===== src/hdl/cefm_params.svh =====
`ifndef CEFM_PARAMS_SVH
`define CEFM_PARAMS_SVH

// ----------------------------------------------------------------------------
// register offsets
// ----------------------------------------------------------------------------
`define CEFM_OFS_CHG_FLAG_A 8'h0F
`define CEFM_OFS_CHG_FLAG_B 8'h10
`define CEFM_OFS_FAULT_FLAG 8'h11
`define CEFM_OFS_MASK_A 8'h12
`define CEFM_OFS_MASK_B 8'h13
`define CEFM_OFS_FAULT_MASK 8'h14

// ----------------------------------------------------------------------------
// reset values and implemented bits (reserved bits read zero)
// ----------------------------------------------------------------------------
`define CEFM_RST_VAL 8'h00
`define CEFM_IMPL_FAULT 8'hF9
`define CEFM_IMPL_CHG_A 8'hF9
`define CEFM_IMPL_CHG_B 8'h97

// ----------------------------------------------------------------------------
// field positions
// ----------------------------------------------------------------------------
`define CEFM_BIT_OVP 7
`define CEFM_BIT_SHUT 6
`define CEFM_BIT_BATTERY_OVERVOLTAGE 5
`define CEFM_BIT_TMR 4
`define CEFM_BIT_SHORT 3
`define CEFM_BIT_BUCK 0
`define CEFM_BIT_DONE 7
`define CEFM_BIT_ICUR 6
`define CEFM_BIT_IVOLT 5
`define CEFM_BIT_HEAT 4
`define CEFM_BIT_HOST 3
`define CEFM_BIT_CHARGE 0
`define CEFM_BIT_SUPPLY 7
`define CEFM_BIT_SOURCE 4
`define CEFM_BIT_THERM 2
`define CEFM_BIT_OPTIM 1
`define CEFM_BIT_MINSYS 0

// ----------------------------------------------------------------------------
// timing
// ----------------------------------------------------------------------------
`define CEFM_CLK_PERIOD_NS 10
`define CEFM_ALERT_PULSE_NS 1000
`define CEFM_ALERT_CYC ((`CEFM_ALERT_PULSE_NS + `CEFM_CLK_PERIOD_NS - 1) / `CEFM_CLK_PERIOD_NS)

`endif


===== src/hdl/cefm_pkg.sv =====
`default_nettype none

package cefm_pkg;

    // ------------------------------------------------------------------------
    // alert pulse sequencer
    // ------------------------------------------------------------------------
    typedef enum logic [1:0] {
        CEFM_ALERT_IDLE = 2'b00,
        CEFM_ALERT_LOW = 2'b01,
        CEFM_ALERT_GAP = 2'b10
    } cefm_alert_state_t;

    typedef struct packed {
        cefm_alert_state_t state;
        logic [15:0] cnt;
        logic pending;
        logic alert_n;
    } cefm_alert_st_t;

    // ------------------------------------------------------------------------
    // register file state
    // ------------------------------------------------------------------------
    typedef struct packed {
        logic [7:0] fault_flag;
        logic [7:0] chg_flag_a;
        logic [7:0] chg_flag_b;
        logic [7:0] mask_a;
        logic [7:0] mask_b;
        logic [7:0] fault_mask;
        logic [7:0] rdata;
    } cefm_regs_t;

endpackage : cefm_pkg

`default_nettype wire


===== src/hdl/cefm_alert_pulse.sv =====
`timescale 1ns/1ps
`default_nettype none
`include "cefm_params.svh"

module cefm_alert_pulse #(
    parameter int LEN = `CEFM_ALERT_CYC
) (
    input wire logic clk, // system clock
    input wire logic rst, // async reset, active high
    input wire logic ce, // clock enable
    input wire logic fire, // at least one unmasked event this cycle
    output logic alert_n // active-low alert pulse, from a flop
);

    cefm_pkg::cefm_alert_st_t st_r;
    cefm_pkg::cefm_alert_st_t st_nxt;

    // an event during a pulse or its gap is kept pending and yields one more pulse; further events in that time merge into it
    always_comb begin
        st_nxt = st_r;
        if (fire && st_r.state != cefm_pkg::CEFM_ALERT_IDLE) begin
            st_nxt.pending = 1'b1;
        end
        unique case (st_r.state)
            cefm_pkg::CEFM_ALERT_IDLE: begin
                if (fire || st_r.pending) begin
                    st_nxt.state = cefm_pkg::CEFM_ALERT_LOW;
                    st_nxt.cnt = 16'(LEN - 1);
                    st_nxt.alert_n = 1'b0;
                    st_nxt.pending = 1'b0;
                end
            end
            cefm_pkg::CEFM_ALERT_LOW: begin
                if (st_r.cnt == 16'h0000) begin
                    st_nxt.state = cefm_pkg::CEFM_ALERT_GAP;
                    st_nxt.alert_n = 1'b1;
                end else begin
                    st_nxt.cnt = st_r.cnt - 16'h0001;
                end
            end
            cefm_pkg::CEFM_ALERT_GAP: begin
                st_nxt.state = cefm_pkg::CEFM_ALERT_IDLE;
            end
            default: begin
                st_nxt.state = cefm_pkg::CEFM_ALERT_IDLE;
                st_nxt.alert_n = 1'b1;
            end
        endcase
    end

    always_ff @(posedge clk or posedge rst) begin
        if (rst) begin
            st_r <= '{state: cefm_pkg::CEFM_ALERT_IDLE, cnt: 16'h0000, pending: 1'b0, alert_n: 1'b1};
        end else if (ce) begin
            st_r <= st_nxt;
        end
    end

    assign alert_n = st_r.alert_n;

endmodule : cefm_alert_pulse

`default_nettype wire


===== src/hdl/cefm_edge_watch.sv =====
`timescale 1ns/1ps
`default_nettype none

module cefm_edge_watch #(
    parameter int W = 23
) (
    input wire logic clk, // system clock
    input wire logic rst, // async reset, active high
    input wire logic ce, // clock enable, freezes state while low
    input wire logic [W-1:0] level, // watched levels
    output logic [W-1:0] rise, // rising edge seen this cycle
    output logic [W-1:0] change // any change seen this cycle
);

    typedef struct packed {
        logic [W-1:0] prev;
        logic armed;
    } cefm_edge_st_t;

    cefm_edge_st_t st_r;
    cefm_edge_st_t st_nxt;

    // first enabled cycle only loads history, so reset values never look like events
    always_comb begin
        st_nxt = st_r;
        st_nxt.prev = level;
        st_nxt.armed = 1'b1;
        rise = st_r.armed ? (level & ~st_r.prev) : '0;
        change = st_r.armed ? (level ^ st_r.prev) : '0;
    end

    always_ff @(posedge clk or posedge rst) begin
        if (rst) begin
            st_r <= '0;
        end else if (ce) begin
            st_r <= st_nxt;
        end
    end

endmodule : cefm_edge_watch

`default_nettype wire


===== src/hdl/cefm_top.sv =====
// Behaviour
// - input overvoltage entry sets fault flag bit 7; reads 0 otherwise
// - die overheat shutdown entry sets fault flag bit 6
// - battery overvoltage entry sets fault flag bit 5
// - safety timer expiry rising edge sets fault flag bit 4
// - converter stop from boost overload (system short) sets fault flag bit 3
// - any buck output fault sets fault flag bit 0
// - fault flag register at 11h, resets to 00h, read-only
// - reserved bits of flag and mask registers always read zero
// - register-reset command clears flags and masks; watchdog expiry leaves them
// - mask 12h bit 7 gates conversion-complete alert, one-shot mode only
// - mask 12h bit 6 gates input current regulation entry alert
// - mask 12h bit 5 gates input voltage regulation entry alert
// - mask 12h bit 4 gates die thermal regulation entry alert
// - mask 12h bit 3 gates host timeout rising edge alert
// - mask 12h bit 0 gates charge state field change alert
// - mask 13h bit 7 gates supply good toggle alert
// - mask 13h bit 4 gates source type field change alert
// - mask 13h bit 2 gates thermistor zone field change alert
// - mask 13h bit 1 gates current optimizer rising edge alert
// - mask 13h bit 0 gates minimum system regulation entry or exit alert
// - fault mask at 14h, charger masks at 12h and 13h, all reset 00h
// - fault mask bits mirror fault flag positions; 1 blocks the alert
// - charger flags latch on regulation edges, state changes, supply good toggles
`timescale 1ns/1ps
`default_nettype none
`include "cefm_params.svh"

module cefm_top #(
    parameter int ALERT_LEN = `CEFM_ALERT_CYC
) (
    input wire logic clk, // 100 MHz system clock
    input wire logic rst, // async reset, active high
    input wire logic ce, // clock enable, freezes all state while low
    input wire logic [7:0] reg_addr, // register address from the serial bus engine
    input wire logic reg_wr, // write strobe, one cycle
    input wire logic [7:0] reg_wdata, // write data
    input wire logic reg_rd, // read strobe, one cycle
    input wire logic reg_reset_cmd, // register-reset command pulse
    input wire logic one_shot_mode, // converter in one-shot conversion mode
    input wire logic conversion_done, // conversion complete level
    input wire logic input_overvoltage, // input overvoltage fault level
    input wire logic die_overheat_shutdown, // die shutdown fault level
    input wire logic battery_overvoltage, // battery overvoltage fault level
    input wire logic safety_timer_expired, // charge safety timer expired level
    input wire logic system_short, // switching stopped on boost overload
    input wire logic buck_output_fault, // any buck output fault level
    input wire logic input_current_regulation, // in input current regulation
    input wire logic input_voltage_regulation, // in input voltage regulation
    input wire logic die_heat_regulation, // in die thermal regulation
    input wire logic host_timeout_state, // host watchdog expired status
    input wire logic [2:0] charge_state_field, // charge state code
    input wire logic supply_good, // input power good
    input wire logic [2:0] source_type_field, // input source type code
    input wire logic [2:0] thermistor_zone_field, // thermistor zone code
    input wire logic current_optimizer_state, // current optimizer status
    input wire logic minimum_system_voltage, // in minimum system voltage regulation
    output logic [7:0] reg_rdata, // read data, valid the cycle after reg_rd
    output logic alert_n // active-low alert pulse
);

    // ------------------------------------------------------------------------
    // helpers
    // ------------------------------------------------------------------------
    function automatic logic f_hit(input logic [7:0] addr, input logic [7:0] ofs);
        f_hit = (addr == ofs);
    endfunction : f_hit

    // an unmasked event is an event whose mask bit is zero
    function automatic logic f_unmasked(input logic [7:0] evt, input logic [7:0] mask);
        f_unmasked = |(evt & ~mask);
    endfunction : f_unmasked

    // flags: set wins over clear; clear is a read of this register or reset cmd
    function automatic logic [7:0] f_flag(input logic [7:0] cur, input logic [7:0] evt,
                                          input logic clr);
        f_flag = (clr ? 8'h00 : cur) | evt;
    endfunction : f_flag

    // ------------------------------------------------------------------------
    // edge and change detection
    // ------------------------------------------------------------------------
    localparam int NW = 23;

    logic [NW-1:0] lvl;
    logic [NW-1:0] rise;
    logic [NW-1:0] chg;

    assign lvl = {thermistor_zone_field, source_type_field, charge_state_field,
                  minimum_system_voltage, current_optimizer_state, supply_good,
                  host_timeout_state, die_heat_regulation, input_voltage_regulation,
                  input_current_regulation, conversion_done, buck_output_fault,
                  system_short, safety_timer_expired, battery_overvoltage,
                  die_overheat_shutdown, input_overvoltage};

    cefm_edge_watch #(
        .W(NW)
    ) u_edge (
        .clk(clk),
        .rst(rst),
        .ce(ce),
        .level(lvl),
        .rise(rise),
        .change(chg)
    );

    // ------------------------------------------------------------------------
    // event vectors, laid out at their flag positions
    // ------------------------------------------------------------------------
    logic [7:0] fault_evt;
    logic [7:0] chg_a_evt;
    logic [7:0] chg_b_evt;

    always_comb begin
        fault_evt = 8'h00;
        fault_evt[`CEFM_BIT_OVP] = rise[0];
        fault_evt[`CEFM_BIT_SHUT] = rise[1];
        fault_evt[`CEFM_BIT_BATTERY_OVERVOLTAGE] = rise[2];
        fault_evt[`CEFM_BIT_TMR] = rise[3];
        fault_evt[`CEFM_BIT_SHORT] = rise[4];
        fault_evt[`CEFM_BIT_BUCK] = rise[5];

        chg_a_evt = 8'h00;
        // completion counts only in one-shot mode; continuous mode never flags it
        chg_a_evt[`CEFM_BIT_DONE] = rise[6] & one_shot_mode;
        chg_a_evt[`CEFM_BIT_ICUR] = rise[7];
        chg_a_evt[`CEFM_BIT_IVOLT] = rise[8];
        chg_a_evt[`CEFM_BIT_HEAT] = rise[9];
        chg_a_evt[`CEFM_BIT_HOST] = rise[10];
        chg_a_evt[`CEFM_BIT_CHARGE] = |chg[16:14];

        chg_b_evt = 8'h00;
        chg_b_evt[`CEFM_BIT_SUPPLY] = chg[11];
        chg_b_evt[`CEFM_BIT_SOURCE] = |chg[19:17];
        chg_b_evt[`CEFM_BIT_THERM] = |chg[22:20];
        chg_b_evt[`CEFM_BIT_OPTIM] = rise[12];
        chg_b_evt[`CEFM_BIT_MINSYS] = chg[13];
    end

    // ------------------------------------------------------------------------
    // register file
    // ------------------------------------------------------------------------
    cefm_pkg::cefm_regs_t st_r;
    cefm_pkg::cefm_regs_t st_nxt;

    logic rd_fault;
    logic rd_chg_a;
    logic rd_chg_b;
    logic [7:0] rd_val;
    logic fire;

    assign rd_fault = reg_rd & f_hit(reg_addr, `CEFM_OFS_FAULT_FLAG);
    assign rd_chg_a = reg_rd & f_hit(reg_addr, `CEFM_OFS_CHG_FLAG_A);
    assign rd_chg_b = reg_rd & f_hit(reg_addr, `CEFM_OFS_CHG_FLAG_B);

    // read mux; unmapped addresses answer zero
    always_comb begin
        rd_val = 8'h00;
        if (f_hit(reg_addr, `CEFM_OFS_FAULT_FLAG)) begin
            rd_val = st_r.fault_flag & `CEFM_IMPL_FAULT;
        end else if (f_hit(reg_addr, `CEFM_OFS_CHG_FLAG_A)) begin
            rd_val = st_r.chg_flag_a & `CEFM_IMPL_CHG_A;
            rd_val[`CEFM_BIT_DONE] = st_r.chg_flag_a[`CEFM_BIT_DONE] & one_shot_mode;
        end else if (f_hit(reg_addr, `CEFM_OFS_CHG_FLAG_B)) begin
            rd_val = st_r.chg_flag_b & `CEFM_IMPL_CHG_B;
        end else if (f_hit(reg_addr, `CEFM_OFS_MASK_A)) begin
            rd_val = st_r.mask_a;
        end else if (f_hit(reg_addr, `CEFM_OFS_MASK_B)) begin
            rd_val = st_r.mask_b;
        end else if (f_hit(reg_addr, `CEFM_OFS_FAULT_MASK)) begin
            rd_val = st_r.fault_mask;
        end
    end

    always_comb begin
        st_nxt = st_r;

        // flags latch whatever the masks say; the read clears, but an event
        // arriving in the same cycle as the read is kept for the next read
        st_nxt.fault_flag = f_flag(st_r.fault_flag, fault_evt,
                                   rd_fault | reg_reset_cmd);
        st_nxt.chg_flag_a = f_flag(st_r.chg_flag_a, chg_a_evt,
                                   rd_chg_a | reg_reset_cmd);
        st_nxt.chg_flag_b = f_flag(st_r.chg_flag_b, chg_b_evt,
                                   rd_chg_b | reg_reset_cmd);

        // mask writes keep reserved bits at zero; flag registers ignore writes
        if (reg_wr && f_hit(reg_addr, `CEFM_OFS_MASK_A)) begin
            st_nxt.mask_a = reg_wdata & `CEFM_IMPL_CHG_A;
        end
        if (reg_wr && f_hit(reg_addr, `CEFM_OFS_MASK_B)) begin
            st_nxt.mask_b = reg_wdata & `CEFM_IMPL_CHG_B;
        end
        if (reg_wr && f_hit(reg_addr, `CEFM_OFS_FAULT_MASK)) begin
            st_nxt.fault_mask = reg_wdata & `CEFM_IMPL_FAULT;
        end
        // register reset beats a simultaneous write; watchdog expiry has no path here
        if (reg_reset_cmd) begin
            st_nxt.mask_a = `CEFM_RST_VAL;
            st_nxt.mask_b = `CEFM_RST_VAL;
            st_nxt.fault_mask = `CEFM_RST_VAL;
        end

        if (reg_rd) begin
            st_nxt.rdata = rd_val;
        end
    end

    always_ff @(posedge clk or posedge rst) begin
        if (rst) begin
            st_r <= '0;
        end else if (ce) begin
            st_r <= st_nxt;
        end
    end

    assign reg_rdata = st_r.rdata;

    // ------------------------------------------------------------------------
    // alert generation
    // ------------------------------------------------------------------------
    // each mask bit sits at the position of the event it gates; simultaneous
    // events collapse into one pulse, which the host resolves by reading flags
    assign fire = f_unmasked(fault_evt, st_r.fault_mask)
                | f_unmasked(chg_a_evt, st_r.mask_a)
                | f_unmasked(chg_b_evt, st_r.mask_b);

    cefm_alert_pulse #(
        .LEN(ALERT_LEN)
    ) u_alert (
        .clk(clk),
        .rst(rst),
        .ce(ce),
        .fire(fire & ce),
        .alert_n(alert_n)
    );

endmodule : cefm_top

`default_nettype wire


===== config.mk =====
export PLATFORM = sky130hd
export DESIGN_NAME = cefm_top
export DESIGN_NICKNAME = d
export VERILOG_FILES = /design/src/hdl/cefm_pkg.sv /design/src/hdl/cefm_alert_pulse.sv /design/src/hdl/cefm_edge_watch.sv /design/src/hdl/cefm_top.sv
export VERILOG_INCLUDE_DIRS = /design/src /design/src/hdl
export SDC_FILE = /design/constraint.sdc
export NUM_CORES = 1
export LEC_CHECK = 0
export BUFFER_PORTS_ARGS = -buffer_cell sky130_fd_sc_hd__buf_2
export CORE_MARGIN = 3
export CORE_UTILIZATION = 37
export DETAILED_ROUTE_END_ITERATION = 7
export PLACE_DENSITY_LB_ADDON = 0.1
export RECOVER_POWER = 100
export REMOVE_ABC_BUFFERS = 1
export SLEW_MARGIN = 20
export SYNTH_ARGS = -nofsm -noshare
export SYNTH_HDL_FRONTEND = slang
export SYNTH_SLANG_ARGS = --single-unit

===== constraint.sdc =====
create_clock -name clk -period 2.5 [get_ports clk]
set_input_delay 0.25 -clock clk [delete_from_list [all_inputs] [get_ports clk]]
set_output_delay 0.25 -clock clk [all_outputs]
set_load 0.03 [all_outputs]

==> flow_metrics.py <==
metrics = {
    "status": {
        "status": "finished, final reports clean",
    },
    "placed_design": {
        "place_area_sq_um": 4710,
        "port_buffers": 54,
        "hpwl_um": 7890,
        "gp_congestion": 0.870,
    },
    "power": {
        "switching_share": 0.295,
        "power.total_uw": 3790,
        "p_clk_frac": 0.373,
        "p_int_uw": 2670,
        "p_leak_uw": 0.00221,
        "powerDensity_nw_per_um2": 761,
        "p_seq_frac": 0.453,
        "switchingPower_uw": 1120,
        "p_comb_frac": 0.174,
        "irDropWorstVdd_mv": 0.593,
    },
    "floorplanning": {
        "die_h_um": 114,
        "coreArea_sq_um": 11100,
        "num_rows": 38,
        "initial_core_util": 0.388,
        "io-pin-count": 55,
        "dieArea_sq_um": 13000,
        "chipWidth_um": 114,
    },
    "grt": {
        "antenna_found_initial": 0,
        "grt_pass1_vias": 3329,
        "grt_overflow_total": 0,
        "grt_max_degree": 50,
        "grt_pass1_wl_um": 17500,
        "grt_usage": 0.173,
    },
    "synthesis": {
        "synthesis.area_sq_um": 4300,
        "synth-simple-area-share": 0.173,
        "postSynth.asyncResetShare": 1.00,
        "ys_seq_area_frac": 0.501,
        "synth_ff_type": "dfrtp_1",
        "syn_inst": 414,
        "yosys_warnings": 0,
        "synth_compound_area_frac": 0.187,
        "synth.avg_cell_area_sq_um": 10.4,
        "synth-xor-area-share": 0.0224,
        "ys_ff_latch": 86,
        "synthAdderAreaFrac": 0.00291,
        "ys_types": 61,
        "synth_top_family_by_area": "compound AO/OA/AOI/OAI gates",
        "synth.area.mux_share": 0.0724,
        "synth-edff-count": 0,
    },
    "detailed_routing": {
        "antenna_left": 0,
        "wl_um": 10700,
        "wire_per_inst_um": 17.5,
        "first_iter_violations": 177,
        "first_pass_iters": 4,
        "routed_via_density": 5.46,
        "vias": 3355,
        "post-route-drc-count": 0,
    },
    "sta": {
        "max_freq_ghz": 0.433,
        "hold_violations": 0,
        "period_needed_ps": 2310,
        "max-slew-margin-rel": 0.312,
        "setup_viol_count_final": 0,
        "fin_tns_setup_ps": 0,
        "clock_skew_ps": 9.12,
        "drv_slew": 0,
        "worst_slew_pin_slew_ps": 1030,
        "post-route-period-util": 0.923,
        "rsz0062_at_grt": "false",
    },
    "clock_network": {
        "cts_buffer_depth": 2,
        "cts_setup_buffers": 0,
        "clk_pin_slew_ps": 70,
        "cts_buffers": 9,
        "cts_tree": "built",
        "ctsResizeCount": 0,
        "cts_max_level": 3,
        "clock_latency_ps": 350,
        "clock_sinks": 86,
        "cts_root_buf": "clkbuf_16",
    },
    "worst_setup_path": {
        "cp.required_ps": 2730,
        "worst_setup_path_start_kind": "flop",
        "critPathArrivalTime_ps": 2530,
        "critPathKind": "flop to flop",
        "cp_max_fo": 6,
        "end_kind": "flop",
        "ff2ff_path_depth": 6,
    },
    "finish": {
        "diodes": 0,
        "final_common_cell": "dfrtp_1",
        "mostFrequentLayoutCells": "dfrtp_1 (85), nand2_1 (49), buf_2 (43), o21ai_0 (32), mux2_2 (25)",
        "syn_to_final_growth_pct": 15.8,
        "final_area_sq_um": 4980,
        "drive_above_1_share": 0.222,
        "fin_nets": 516,
    },
    "worst_hold_path": {
        "min_path_type": "input pin to flop",
        "hold_depth": 2,
    },
    "run": {
        "cap_violations": 0,
    },
}
-- kinds of logic (layout without fill, tap and decap cells) --
| family | Yosys count | in the layout |
|---|---|---|
| and+or+nand+nor | 137 | 137 |
| AOI/OAI and AO/OA | 118 | 118 |
| DFF | 86 | 86 |
| buffers and inverters | 33 | 93 |
| muxes | 28 | 28 |
| xor gates and xnor gates | 11 | 11 |
| adders and majority gates | 1 | 1 |
-- worst max-delay path: stages, from the launching register on --
cell,delay (ps)
dfrtp_1,380
xor2_1,160
nor3_1,390
o22ai_1,200
o41ai_2,420
nand2b_1,270
o41a_1,360
-- layout make-up --
class	count	area, sq um
Sequential cell	86	2150
Tap cell	140	175
Fill cell	1069	6100
Multi-Input combinational cell	295	1940
Clock inverter	7	90.1
Timing Repair Buffer	67	354
Inverter	10	38.8
Clock buffer	9	225
-- synthesized netlist by cell type (9+ instances only) --
library cell	number	area, sq um
inv_1	10	37.5
mux2_2	25	282
nor3_1	11	55.1
a21oi_1	12	60.1
nor2_1	17	63.8
xor2_1	9	78.8
a31oi_1	18	113
o21ai_0	30	150
a22o_1	18	158
nand2_1	49	184
dfrtp_1	85	2130
buf_4	10	75.1
nand2b_1	15	93.8
-- routing by layer --
| layer | GRT usage | vias to the layer above | part of all wire |
|---|---|---|---|
| li1 | - | 1619 | - |
| met1 | 0.228 | 1651 | 0.46 |
| met2 | 0.283 | 79 | 0.49 |
| met3 | 0.0477 | 6 | 0.044 |
| met4 | 0.0459 | 0 | 0.0076 |
| met5 | 0 | - | 0 |
-- power groups by stage --
stage | clock [uW] | combinational, uW | sequential, uW
after floorplan | 0 | 454 | 1700
after global placement | 0 | 659 | 1740
after detailed placement | 0 | 675 | 1740
after CTS | 1460 | 678 | 1710
after global routing | 1520 | 754 | 1740
final | 1410 | 661 | 1720
-- registers in the layout, summed over array words and instances, names as in the netlist --
signal and flops:
u_edge.st_r 24, st_r 34, u_alert.st_r 19, reg_rdata 8
u_alert.alert_n 1
-- path summary, 6_finish.rpt --
check | to | slack [ps] | startpoint
max reg2reg | u_alert.st_r[8] | 190 | u_edge.st_r[15]
min reg2reg | reg_rdata[4] | 480 | reg_rdata[4]
max in group asynchronous | u_alert.st_r[13] | 540 | rst
min | st_r[18] | 110 | reg_wdata[2]
min in group asynchronous | u_edge.st_r[22] | 610 | rst
max | u_alert.st_r[8] | 190 | u_edge.st_r[15]
-- repair_timing --
item                                    in CTS  in global routing
endpoints found under the hold margin       19                  0
hold buffers                                 1                  0
endpoints found under the setup margin       0                  0
-- per-stage QoR --
stage / instances / setup WS (ps) / util / hold slack [ps]
3_5_place_dp: 597 / 210 / 0.425 / 250
5_1_grt: 614 / 15.7 / 0.450 / 127
2_1_floorplan: 391 / 29.8 / - / 360
4_1_cts: 614 / 197 / 0.454 / 108
6_report: 614 / 192 / 0.450 / 112
3_3_place_gp: 597 / 217 / 0.425 / 253
No activity file was read; power rests on OpenSTA's default activity.
